`src/rtl/hirm_pkg.sv`:
```
/*
 * Shared constants and types for the host interrupt routing and mailbox block.
 * Assumes one system clock; the host bus and all event sources sit on that clock.
 */
package hirm_pkg;

    // -----------------------------------------------------------------
    // register word addresses
    // -----------------------------------------------------------------
    localparam logic [7:0] ADDR_MBOX_LO = 8'h20;
    localparam logic [7:0] ADDR_MBOX_HI = 8'h27;
    localparam logic [7:0] ADDR_WRITER = 8'h28;
    localparam logic [7:0] ADDR_MBOX_INDEX = 8'h29;
    localparam logic [7:0] ADDR_QUEUE_EN = 8'h30;
    localparam logic [7:0] ADDR_TIMER_RT = 8'h32;
    localparam logic [7:0] ADDR_TPROG_RT = 8'h33;
    localparam logic [7:0] ADDR_TIMER_EN = 8'h34;
    localparam logic [7:0] ADDR_LINK_RT = 8'h35;

    // -----------------------------------------------------------------
    // writable-bit masks and reset values
    // -----------------------------------------------------------------
    localparam logic [15:0] MASK_MBOX = 16'h00FF;
    localparam logic [15:0] MASK_INDEX = 16'h0007;
    localparam logic [15:0] MASK_QUEUE_EN = 16'h0F0F;
    localparam logic [15:0] MASK_TIMER_RT = 16'hFFFF;
    localparam logic [15:0] MASK_TPROG_RT = 16'h3FFF;
    localparam logic [15:0] MASK_TIMER_EN = 16'h7FFF;
    localparam logic [15:0] MASK_LINK_RT = 16'h00FF;
    localparam logic [15:0] RST_REG = 16'h0000;
    localparam logic [7:0] RST_BYTE = 8'h00;

    // field positions
    localparam int QEN_PKT_LSB = 0;
    localparam int QEN_RDY_LSB = 8;
    localparam int TEN_CAP_LSB = 0;
    localparam int TEN_CMP_LSB = 4;
    localparam int TEN_PROG_LSB = 8;
    localparam int TEN_TINT_LSB = 12;

    localparam int NUM_SLOTS = 8;
    localparam int NUM_IRQ = 3;
    localparam logic [1:0] ROUTE_RESERVED = 2'h3;

    // -----------------------------------------------------------------
    // carriers
    // -----------------------------------------------------------------
    typedef struct packed {
        logic [7:0] addr;
        logic wr;
        logic rd;
        logic [31:0] wdata;
    } hirm_host_req_t;

    typedef struct packed {
        logic wr;
        logic [2:0] slot;
        logic [7:0] data;
    } hirm_pc_req_t;

    typedef struct packed {
        logic [3:0] queue_ready;
        logic [3:0] packet_ready;
        logic [3:0] capture;
        logic [3:0] compare;
        logic [3:0] timer_program;
        logic [2:0] timer_program_int;
        logic [1:0] periodic;
        logic [1:0] link_change;
    } hirm_events_t;

    // routing code to one-hot output vector; the reserved code hits nothing
    function automatic logic [2:0] route_hit(input logic [1:0] code);
        case (code)
            2'h0: route_hit = 3'h1;
            2'h1: route_hit = 3'h2;
            2'h2: route_hit = 3'h4;
            default: route_hit = 3'h0;
        endcase
    endfunction : route_hit

endpackage : hirm_pkg

```
`src/rtl/hirm_router.sv`:
```
/*
 * Routes N enabled event levels onto the three interrupt outputs by 2-bit codes.
 * Assumes events and enables are already combined by the caller; purely combinational.
 */
`timescale 1ns/1ps
`default_nettype none
module hirm_router #(
    parameter int N = 8
) (
    input wire logic [N-1:0] active,
    input wire logic [2*N-1:0] codes,
    output logic [2:0] hit
);
    import hirm_pkg::*;

    // -----------------------------------------------------------------
    // or-reduce per output
    // -----------------------------------------------------------------
    always_comb begin
        hit = 3'h0;
        for (int i = 0; i < N; i++) begin
            if (active[i]) begin
                hit = hit | route_hit(codes[2*i +: 2]);
            end
        end
    end
endmodule : hirm_router
`default_nettype wire

```
`src/rtl/hirm_top.sv`:
```
/*
 * Host interrupt routing and atomic mailbox: register file, eight-slot mailbox
 * shared with the protocol controller, and three routed interrupt outputs.
 * Assumes a synchronous host bus and event sources on mclk.
 */
`timescale 1ns/1ps
`default_nettype none
module hirm_top (
    input wire logic mclk,
    input wire logic reset,
    input wire logic ce,
    input wire hirm_pkg::hirm_host_req_t host_req,
    output logic [31:0] host_rdata,
    output logic host_rvalid,
    input wire hirm_pkg::hirm_pc_req_t pc_req,
    output logic [7:0] pc_rdata,
    input wire hirm_pkg::hirm_events_t events,
    output logic [2:0] irq
);
    import hirm_pkg::*;

    // -----------------------------------------------------------------
    // state
    // -----------------------------------------------------------------
    typedef struct packed {
        logic [NUM_SLOTS-1:0][7:0] mbox;
        logic [NUM_SLOTS-1:0] writer;
        logic [2:0] index;
        logic [15:0] queue_en;
        logic [15:0] timer_rt;
        logic [15:0] tprog_rt;
        logic [15:0] timer_en;
        logic [15:0] link_rt;
        logic [31:0] rdata;
        logic rvalid;
        logic [7:0] pc_rdata;
        logic [2:0] irq;
    } hirm_state_t;

    hirm_state_t state_ff;
    hirm_state_t nxt_state;

    // -----------------------------------------------------------------
    // event gating
    // -----------------------------------------------------------------
    logic [7:0] timer_active;
    logic [6:0] tprog_active;
    logic [3:0] link_active;
    logic [7:0] queue_active;
    logic [2:0] hit_timer;
    logic [2:0] hit_tprog;
    logic [2:0] hit_link;
    logic [2:0] hit_queue;

    assign timer_active = {events.compare & state_ff.timer_en[TEN_CMP_LSB +: 4],
                           events.capture & state_ff.timer_en[TEN_CAP_LSB +: 4]};
    assign tprog_active = {events.timer_program_int & state_ff.timer_en[TEN_TINT_LSB +: 3],
                           events.timer_program & state_ff.timer_en[TEN_PROG_LSB +: 4]};
    assign queue_active = {events.queue_ready & state_ff.queue_en[QEN_RDY_LSB +: 4],
                           events.packet_ready & state_ff.queue_en[QEN_PKT_LSB +: 4]};
    // periodic and link events carry no enable of their own here
    assign link_active = {events.periodic, events.link_change};

    // -----------------------------------------------------------------
    // routing
    // -----------------------------------------------------------------
    // compare and capture routing
    hirm_router #(.N(8)) u_route_timer (
        .active(timer_active),
        .codes(state_ff.timer_rt),
        .hit(hit_timer)
    );

    hirm_router #(.N(7)) u_route_tprog (
        .active(tprog_active),
        .codes(state_ff.tprog_rt[13:0]),
        .hit(hit_tprog)
    );

    hirm_router #(.N(4)) u_route_link (
        .active(link_active),
        .codes(state_ff.link_rt[7:0]),
        .hit(hit_link)
    );

    // queue events have no routing register in this block: fixed to output 0
    hirm_router #(.N(8)) u_route_queue (
        .active(queue_active),
        .codes(16'h0000),
        .hit(hit_queue)
    );

    // -----------------------------------------------------------------
    // host decode helpers
    // -----------------------------------------------------------------
    logic wr_mbox;
    logic rd_mbox;
    logic wr_index;
    logic wr_queue_en;
    logic wr_timer_rt;
    logic wr_tprog_rt;
    logic wr_timer_en;
    logic wr_link_rt;
    logic [15:0] wr16;

    // the eight slot addresses all land on the one indexed slot
    function automatic logic in_mbox_window(input logic [7:0] a);
        in_mbox_window = a >= ADDR_MBOX_LO && a <= ADDR_MBOX_HI;
    endfunction : in_mbox_window

    // full-word match keeps unmapped addresses from aliasing a register
    function automatic logic wr_hit(input hirm_host_req_t req, input logic [7:0] a);
        wr_hit = req.wr && req.addr == a;
    endfunction : wr_hit

    // any address in the slot window hits the indexed slot
    assign wr_mbox = host_req.wr && in_mbox_window(host_req.addr);
    assign rd_mbox = in_mbox_window(host_req.addr);
    assign wr_index = wr_hit(host_req, ADDR_MBOX_INDEX);
    assign wr_queue_en = wr_hit(host_req, ADDR_QUEUE_EN);
    assign wr_timer_rt = wr_hit(host_req, ADDR_TIMER_RT);
    assign wr_tprog_rt = wr_hit(host_req, ADDR_TPROG_RT);
    assign wr_timer_en = wr_hit(host_req, ADDR_TIMER_EN);
    assign wr_link_rt = wr_hit(host_req, ADDR_LINK_RT);
    assign wr16 = host_req.wdata[15:0];

    // -----------------------------------------------------------------
    // next state
    // -----------------------------------------------------------------
    always_comb begin
        logic [15:0] rd16;
        rd16 = 16'h0000;
        nxt_state = state_ff;

        // protocol controller writes first so a same-slot host write wins
        if (pc_req.wr) begin
            nxt_state.mbox[pc_req.slot] = pc_req.data;
            nxt_state.writer[pc_req.slot] = 1'b0;
        end
        nxt_state.pc_rdata = state_ff.mbox[pc_req.slot];

        if (wr_index) begin
            nxt_state.index = wr16[2:0] & MASK_INDEX[2:0];
        end
        if (wr_queue_en) begin
            nxt_state.queue_en = wr16 & MASK_QUEUE_EN;
        end
        if (wr_timer_rt) begin
            nxt_state.timer_rt = wr16 & MASK_TIMER_RT;
        end
        if (wr_tprog_rt) begin
            nxt_state.tprog_rt = wr16 & MASK_TPROG_RT;
        end
        if (wr_timer_en) begin
            nxt_state.timer_en = wr16 & MASK_TIMER_EN;
        end
        if (wr_link_rt) begin
            nxt_state.link_rt = wr16 & MASK_LINK_RT;
        end
        if (wr_mbox) begin
            nxt_state.mbox[state_ff.index] = wr16[7:0] & MASK_MBOX[7:0];
            nxt_state.writer[state_ff.index] = 1'b1;
        end

        // indexed read; other mapped addresses return register contents, unmapped addresses return zero
        if (rd_mbox) begin
            rd16 = {8'h00, state_ff.mbox[state_ff.index]};
        end else begin
            case (host_req.addr)
                ADDR_WRITER: rd16 = {8'h00, state_ff.writer};
                ADDR_MBOX_INDEX: rd16 = {13'h0, state_ff.index};
                ADDR_QUEUE_EN: rd16 = state_ff.queue_en;
                ADDR_TIMER_RT: rd16 = state_ff.timer_rt;
                ADDR_TPROG_RT: rd16 = state_ff.tprog_rt;
                ADDR_TIMER_EN: rd16 = state_ff.timer_en;
                ADDR_LINK_RT: rd16 = state_ff.link_rt;
                default: rd16 = 16'h0000;
            endcase
        end
        // value in low half, upper half zero
        nxt_state.rdata = host_req.rd ? {16'h0000, rd16} : 32'h0000_0000;
        nxt_state.rvalid = host_req.rd;

        nxt_state.irq = hit_timer | hit_tprog | hit_link | hit_queue;
    end

    // -----------------------------------------------------------------
    // registers
    // -----------------------------------------------------------------
    always_ff @(posedge mclk) begin
        if (reset) begin
            state_ff <= '0;
        end else if (ce) begin
            state_ff <= nxt_state;
        end
    end

    assign host_rdata = state_ff.rdata;
    assign host_rvalid = state_ff.rvalid;
    assign pc_rdata = state_ff.pc_rdata;
    assign irq = state_ff.irq;

endmodule : hirm_top
`default_nettype wire

```
`config.mk`:
```
export PLATFORM = sky130hd
export DESIGN_NAME = hirm_top
export DESIGN_NICKNAME = d
export VERILOG_FILES = /design/src/rtl/hirm_pkg.sv /design/src/rtl/hirm_router.sv /design/src/rtl/hirm_top.sv
export SDC_FILE = /design/constraint.sdc
export NUM_CORES = 1
export LEC_CHECK = 0
export BUFFER_PORTS_ARGS = -buffer_cell sky130_fd_sc_hd__clkbuf_2
export CELL_PAD_IN_SITES_DETAIL_PLACEMENT = 1
export CELL_PAD_IN_SITES_GLOBAL_PLACEMENT = 1
export CORE_MARGIN = 2
export CORE_UTILIZATION = 44
export DETAILED_ROUTE_END_ITERATION = 8
export GPL_TIMING_DRIVEN = 0
export PLACE_DENSITY = 0.91
export SETUP_SLACK_MARGIN = 0.2
export SLEW_MARGIN = 40
export SYNTH_ARGS = -nofsm -noshare
export SYNTH_HDL_FRONTEND = slang
export SYNTH_SLANG_ARGS = --single-unit
```
`constraint.sdc`:
```
create_clock -name mclk -period 3.14 [get_ports mclk]
set_clock_uncertainty 0.15 [all_clocks]
set_input_delay 0.471 -clock mclk [delete_from_list [all_inputs] [get_ports mclk]]
set_output_delay 0.471 -clock mclk [all_outputs]
set_load 0.02 [all_outputs]
```
# After elaboration in Yosys (flattened, before gate mapping)
# Cells that the tools add are included.
dict set report classes {
  n_addsub 0
  mul 0
  n_div 0
  magnitude_cmp 6
  eq_ne 45
  n_shift 0
  n_mux 88
  bitwise_logic 35
  reduce_logical 35
}
# op count
set op_table {}
lappend op_table {{case mux 3 bit (3 select lines)} 19}
lappend op_table {{2-to-1 mux 3 bit} 49}
lappend op_table {{2-to-1 mux 72 bit} 2}
lappend op_table {{bitwise mux 64 bit} 2}
lappend op_table {{case mux 16 bit (7 select lines)} 1}
lappend op_table {{OR 3 bit} 26}
lappend op_table {{== test 8 x 6 -> 1 bit (second input constant)} 7}
lappend op_table {{binary-select mux 8 bit (select 3 bit)} 2}
lappend op_table {{demux 8 bit (select 3 bit)} 2}
lappend op_table {{== test 2 x 1 -> 1 bit (second input constant)} 19}
lappend op_table {{== test 2 bit (second input constant)} 19}
lappend op_table {{zero test 2 bit} 19}
lappend op_table {{2-to-1 mux 16 bit} 2}
lappend op_table {{2-to-1 mux 8 bit} 4}
lappend op_table {{AND 4 bit} 5}
lappend op_table {{AND reduction 2 bit} 6}
lappend op_table {{logical AND 1 bit} 10}
lappend op_table {{AND 8 bit} 1}
lappend op_table {{>= comparator 8 x 6 -> 1 bit (second input constant)} 1}
lappend op_table {{<= comparator 8 x 6 -> 1 bit (second input constant)} 1}
lappend op_table {{< comparator 3 x 4 -> 1 bit (second input constant)} 2}
lappend op_table {{NOT 8 bit} 1}
lappend op_table {{OR 8 bit} 1}
lappend op_table {{demux 1 bit (select 3 bit)} 2}
lappend op_table {{other kinds (3)} 6}
dict set report word_totals {
  reg_bits 180
  latchBits 0
  mem_bits_rw 0
  romBits 0
  elab_cells 228
  memories 0
}

# Longest topological paths before layout
dict set report depth {
  depth_word 20
  mapped_depth 8
  mapped_depth_nobuf 5
}

# Hierarchy
# From an unflattened synthesis, not the netlist that was laid out.
dict set report unflattened {
  cells_unflattened 1105
  area_unflattened_um2 9480.3
}
# mod n_inst cells_each area_each_um2 seq_area_each_um2
set by_module_without_submodules {}
lappend by_module_without_submodules {hirm_top 1 985 8689.6 3283.1}
lappend by_module_without_submodules {{hirm_router (u_route_queue ...)} 2 37 236.5 0.0}
lappend by_module_without_submodules {{hirm_router (u_route_tprog)} 1 29 201.4 0.0}
lappend by_module_without_submodules {{hirm_router (u_route_link)} 1 17 116.4 0.0}

# Least setup slack after synthesis
# No wires, ideal clock.
dict set report synth_path {
  kind {input to register}
  from {input host_req[37] (netlist name)}
  to {register state_ff[149] (netlist name)}
  setup_ns 0.132
  arrival_ns 2.181
  required_time_ns 2.858
  path_slack_ns 0.677
  cell_stages 8
  path_buffers 3
  path_cell_list {or4b_1 -> buf_6 -> buf_2 -> nor4_4 -> buf_4 -> a21oi_1 -> a21oi_1 -> nor3_1}
}
dict set report synth_via {
  elab_chain_cells 4
}
# item line
set synth_lines {}
lappend synth_lines {{start: declaration} hirm_top.sv:12} ;# input wire hirm_pkg::hirm_host_req_t host_req,
lappend synth_lines {{>= comparator 8 x 6 -> 1 bit / <= comparator 8 x 6 -> 1 bit (equally long branches)} hirm_top.sv:108} ;# in_mbox_window = a >= ADDR_MBOX_LO && a <= ADDR_MBOX_HI;
lappend synth_lines {{logical AND 1 bit *} hirm_top.sv:108}
lappend synth_lines {{logical AND 1 bit *} hirm_top.sv:117} ;# assign wr_mbox = host_req.wr && in_mbox_window(host_req.addr);
lappend synth_lines {{2-to-1 mux 72 bit *} hirm_top.sv:160} ;# if (wr_mbox) begin
lappend synth_lines {{end signal: assignment} hirm_top.sv:194} ;# state_ff <= nxt_state;
lappend synth_lines {{end: declaration} hirm_top.sv:40} ;# hirm_state_t state_ff;
# Every way passes the cells marked *; elsewhere a longest branch is shown, timed or not.
# A chain may end at the register's enable or synchronous reset.

# Worst setup path after layout
dict set report layout_path {
  from {register state_ff[124] (netlist name)}
  to {register state_ff[140] (netlist name)}
}
dict set report layout_via {
  elab_chain_cells 6
}
# item line
set layout_lines {}
lappend layout_lines {{< comparator 3 x 4 -> 1 bit (implied by the code) / >= comparator 3 x 1 -> 1 bit (equally long branches)} hirm_top.sv:161} ;# nxt_state.mbox[state_ff.index] = wr16[7:0] & MASK_MBOX[7:0];
lappend layout_lines {{logical AND 1 bit (implied by the code)} hirm_top.sv:161}
lappend layout_lines {{2-to-1 mux 8 bit (implied by the code)} hirm_top.sv:161}
lappend layout_lines {{demux 8 bit (select 3 bit) *} hirm_top.sv:161}
lappend layout_lines {{bitwise mux 64 bit *} hirm_top.sv:161}
lappend layout_lines {{2-to-1 mux 72 bit *} hirm_top.sv:160}
# Marks and branches as above.

==> metrics.txt <==
Vias 10162; slowest cell delay on critical path 0.57 ns; clock buffer depth 2; final core occ 52.0%; pwr dens 431 nW/um^2; Post-synth EDFFs 0; unrepaired setup endpoints after global routing no; post-DP HPWL 28300 um; max-cap violations 0; Post-Syn Area 9480 um^2; Initial Utilization 45.0%; Die ar. 22700 um^2; CP arrival 3.14 ns; Wirelength per Cell 25.8 um; top cells by area, synth dfxtp_1 (35%), mux2i_1 (8.2%), a21oi_1 (7.4%); Slowest cell on crit path or3b_2; commonest non-fill, non-tap cells in the layout dfxtp_1 (164), a21oi_1 (140), nor2_1 (107); routability cong. 1.01; Yosys top cell area share 34.6%; Post-route DRC 0; total CTS buffers 17; Psw 0.00133 W; share of cells above drive strength 1 20.0%; number of global-route vias before repair 10018; crit-path cells clkbuf_1 -> or3b_2 -> nor4_4 -> o21ai_1 -> nor2b_1 -> nor3_1; dominant cell type by area after synthesis dfxtp_1; min Tclk post-route 2.97 ns; number of setup violations in the final report 0; antenna-violating nets left 0; n_diodes 0; required time of the worst setup path 3.30 ns; Seq pwr share 45.2%; Post-synth top flop dfxtp_1; final slew viol count 0; most common cell after layout, fill and taps aside dfxtp_1; Mapped Cells 1134; VDD IR-drop max 375 uV; Ports 128; CTS clk-pin slew, worst paths 0.07 ns; asr flop ratio synth 0%; clock group share of total power 44.5%; final hold violations 0; outcome finished clean; setup TNS 0 ns; CTS root buffer clkbuf_16; Relative slew margins 41.0%; H-tree depth 4; DR pass1 iterations 6; Static Leak 4.23 nW; die height 151 um; Tcrit/Tclk final 94.7%; Mapped Avg Cell Area 8.36 um^2; Synth Warn # 0; FF-to-FF Start state_ff[124]; fill count 2588; vias per inst 6.56; kind of critical path reg -> reg; CTS Sinks 164; port buffer count 91; first-pass GRT wire length 58800 um; Top delay family on crit path simple AND/OR/NAND/NOR gates; sequential cell area fraction in the yosys report 34.6%; Crit path depth 6; Area Growth Syn to Fin 15.6%; Core Box Area 21100 um^2; Clock Latency Late Sink 0.45 ns; synthesized flop and latch total 164; GRT Resource Usage Total 34.8%; Netlist cell types 61; final net count 1346; r2r setup slk 0.17 ns; Hold WC Path Type in -> reg; R2R cell count 6; Bufs and invs on worst path 1; design internal power 0.00339 W; Detailed Route Iter0 Violations 1351; Sw Share 28.2%; CTS tree done; worst-margin pin slew 0.885 ns; reg2reg end state_ff[140]; Worst setup endpoint state_ff[140]; routed wire length 40000 um; largest net degree at the start of global routing 17; GRT overflow 0; Critical Path Start state_ff[124]; combinational share of power 10.3%; FP Rows 53; CTS Hold Bufs 0; initial antenna violation count 0; DIE WIDTH 151 um; nature of the critical path startpoint flip-flop; biggest fanout along the worst timing path 9; max frequency 336 MHz; CP Capture Type flip-flop
cells in the mapped netlist (4+ instances only):
master	number
nor4_1	4
a21oi_1	140
buf_2	10
nand2_1	82
mux4_2	20
buf_1	21
mux2_2	21
o22ai_1	11
nor3_1	74
a31oi_1	4
a221oi_1	12
nand4_1	8
nand4b_1	10
mux2i_1	78
and3_1	5
nand3b_1	9
o21ai_0	16
nand3_1	14
inv_1	15
a211oi_1	17
nor3b_1	11
clkbuf_1	50
dfxtp_1	164
nor2b_1	73
nand2b_1	15
buf_4	45
a22oi_1	25
o21ai_1	12
nor4_4	4
nor2_1	109
worst min-delay path, stage by stage:
cell	delay, ns
clkbuf_2	0.10
nand2_1	0.05
a21oi_1	0.05
what timing repair did:
action                                  in CTS  in global routing
setup buffers                                0                  3
pin swaps                                    0                  1
resized for setup                            1                  4
endpoints found under the setup margin       2                 12
metrics by stage:
stage / hold WS [ns] / cell area, um^2 / setup slack (ns) / cells / power (W)
CTS: 0.127 / 10900 / 0.262 / 1547 / 0.00469
floorplan: 0.267 / 9540 / 0.677 / 1149 / 0.00244
global placement: 0.280 / 10300 / -0.170 / 1515 / 0.00262
global route: 0.143 / 11000 / 0.209 / 1550 / 0.00482
detailed placement: 0.296 / 10400 / 0.0282 / 1515 / 0.00264
finish: 0.128 / 11000 / 0.166 / 1550 / 0.00472
routing by layer:
layer | track usage [%] | up-vias | wire (um)
li1 | - | 4283 | -
met1 | 45.8 | 4881 | 15600
met2 | 53.6 | 816 | 17400
met3 | 9.31 | 182 | 5030
met4 | 15.6 | 0 | 1900
met5 | 0 | - | 0
area by class of cell:
class	count	area, um^2	area share, %
Timing Repair Buffer	94	478	4.36
Sequential cell	164	3280	29.9
Clock inverter	12	123	1.12
Multi-Input combinational cell	840	5540	50.5
Tap cell	275	344	3.14
Clock buffer	20	447	4.07
Buffer	129	693	6.32
Inverter	16	60.1	0.548
worst min-delay path by stage:
stage | from | endpoint | depth (start not counted)
6_report | host_req[12] | state_ff[72] | 3
5_1_grt | host_req[12] | state_ff[72] | 3
4_1_cts | host_req[12] | state_ff[72] | 3
3_5_place_dp | host_rdata[15] | host_rdata[15] | 2
3_3_place_gp | host_rdata[15] | host_rdata[15] | 2
2_1_floorplan | host_rdata[15] | host_rdata[15] | 2
power groups by stage:
stage               Clock, W  Sequential [W]  Combinational [W]
floorplan                  0         0.00217           0.000275
global placement           0         0.00217           0.000441
detailed placement         0         0.00218           0.000458
CTS                  0.00209         0.00213           0.000466
global route         0.00218         0.00213           0.000507
finish               0.00210         0.00213           0.000487
cells by family (layout without fill, tap and decap cells):
kind of cell | count (synthesis) | after routing | share of synthesized area (%)
buf+inv | 145 | 271 | 7.89
flops | 164 | 164 | 34.6
other cells | 1 | 16 | 0.0395
simple gates | 441 | 441 | 25.1
compound gates | 264 | 264 | 16.8
mux | 119 | 119 | 15.5
registers in the layout, indices dropped and copies added, names as in the netlist:
name	count
host_rvalid	1
irq	3
host_rdata	16
state_ff	136
pc_rdata	8
Power figures use the tool's default switching activity.
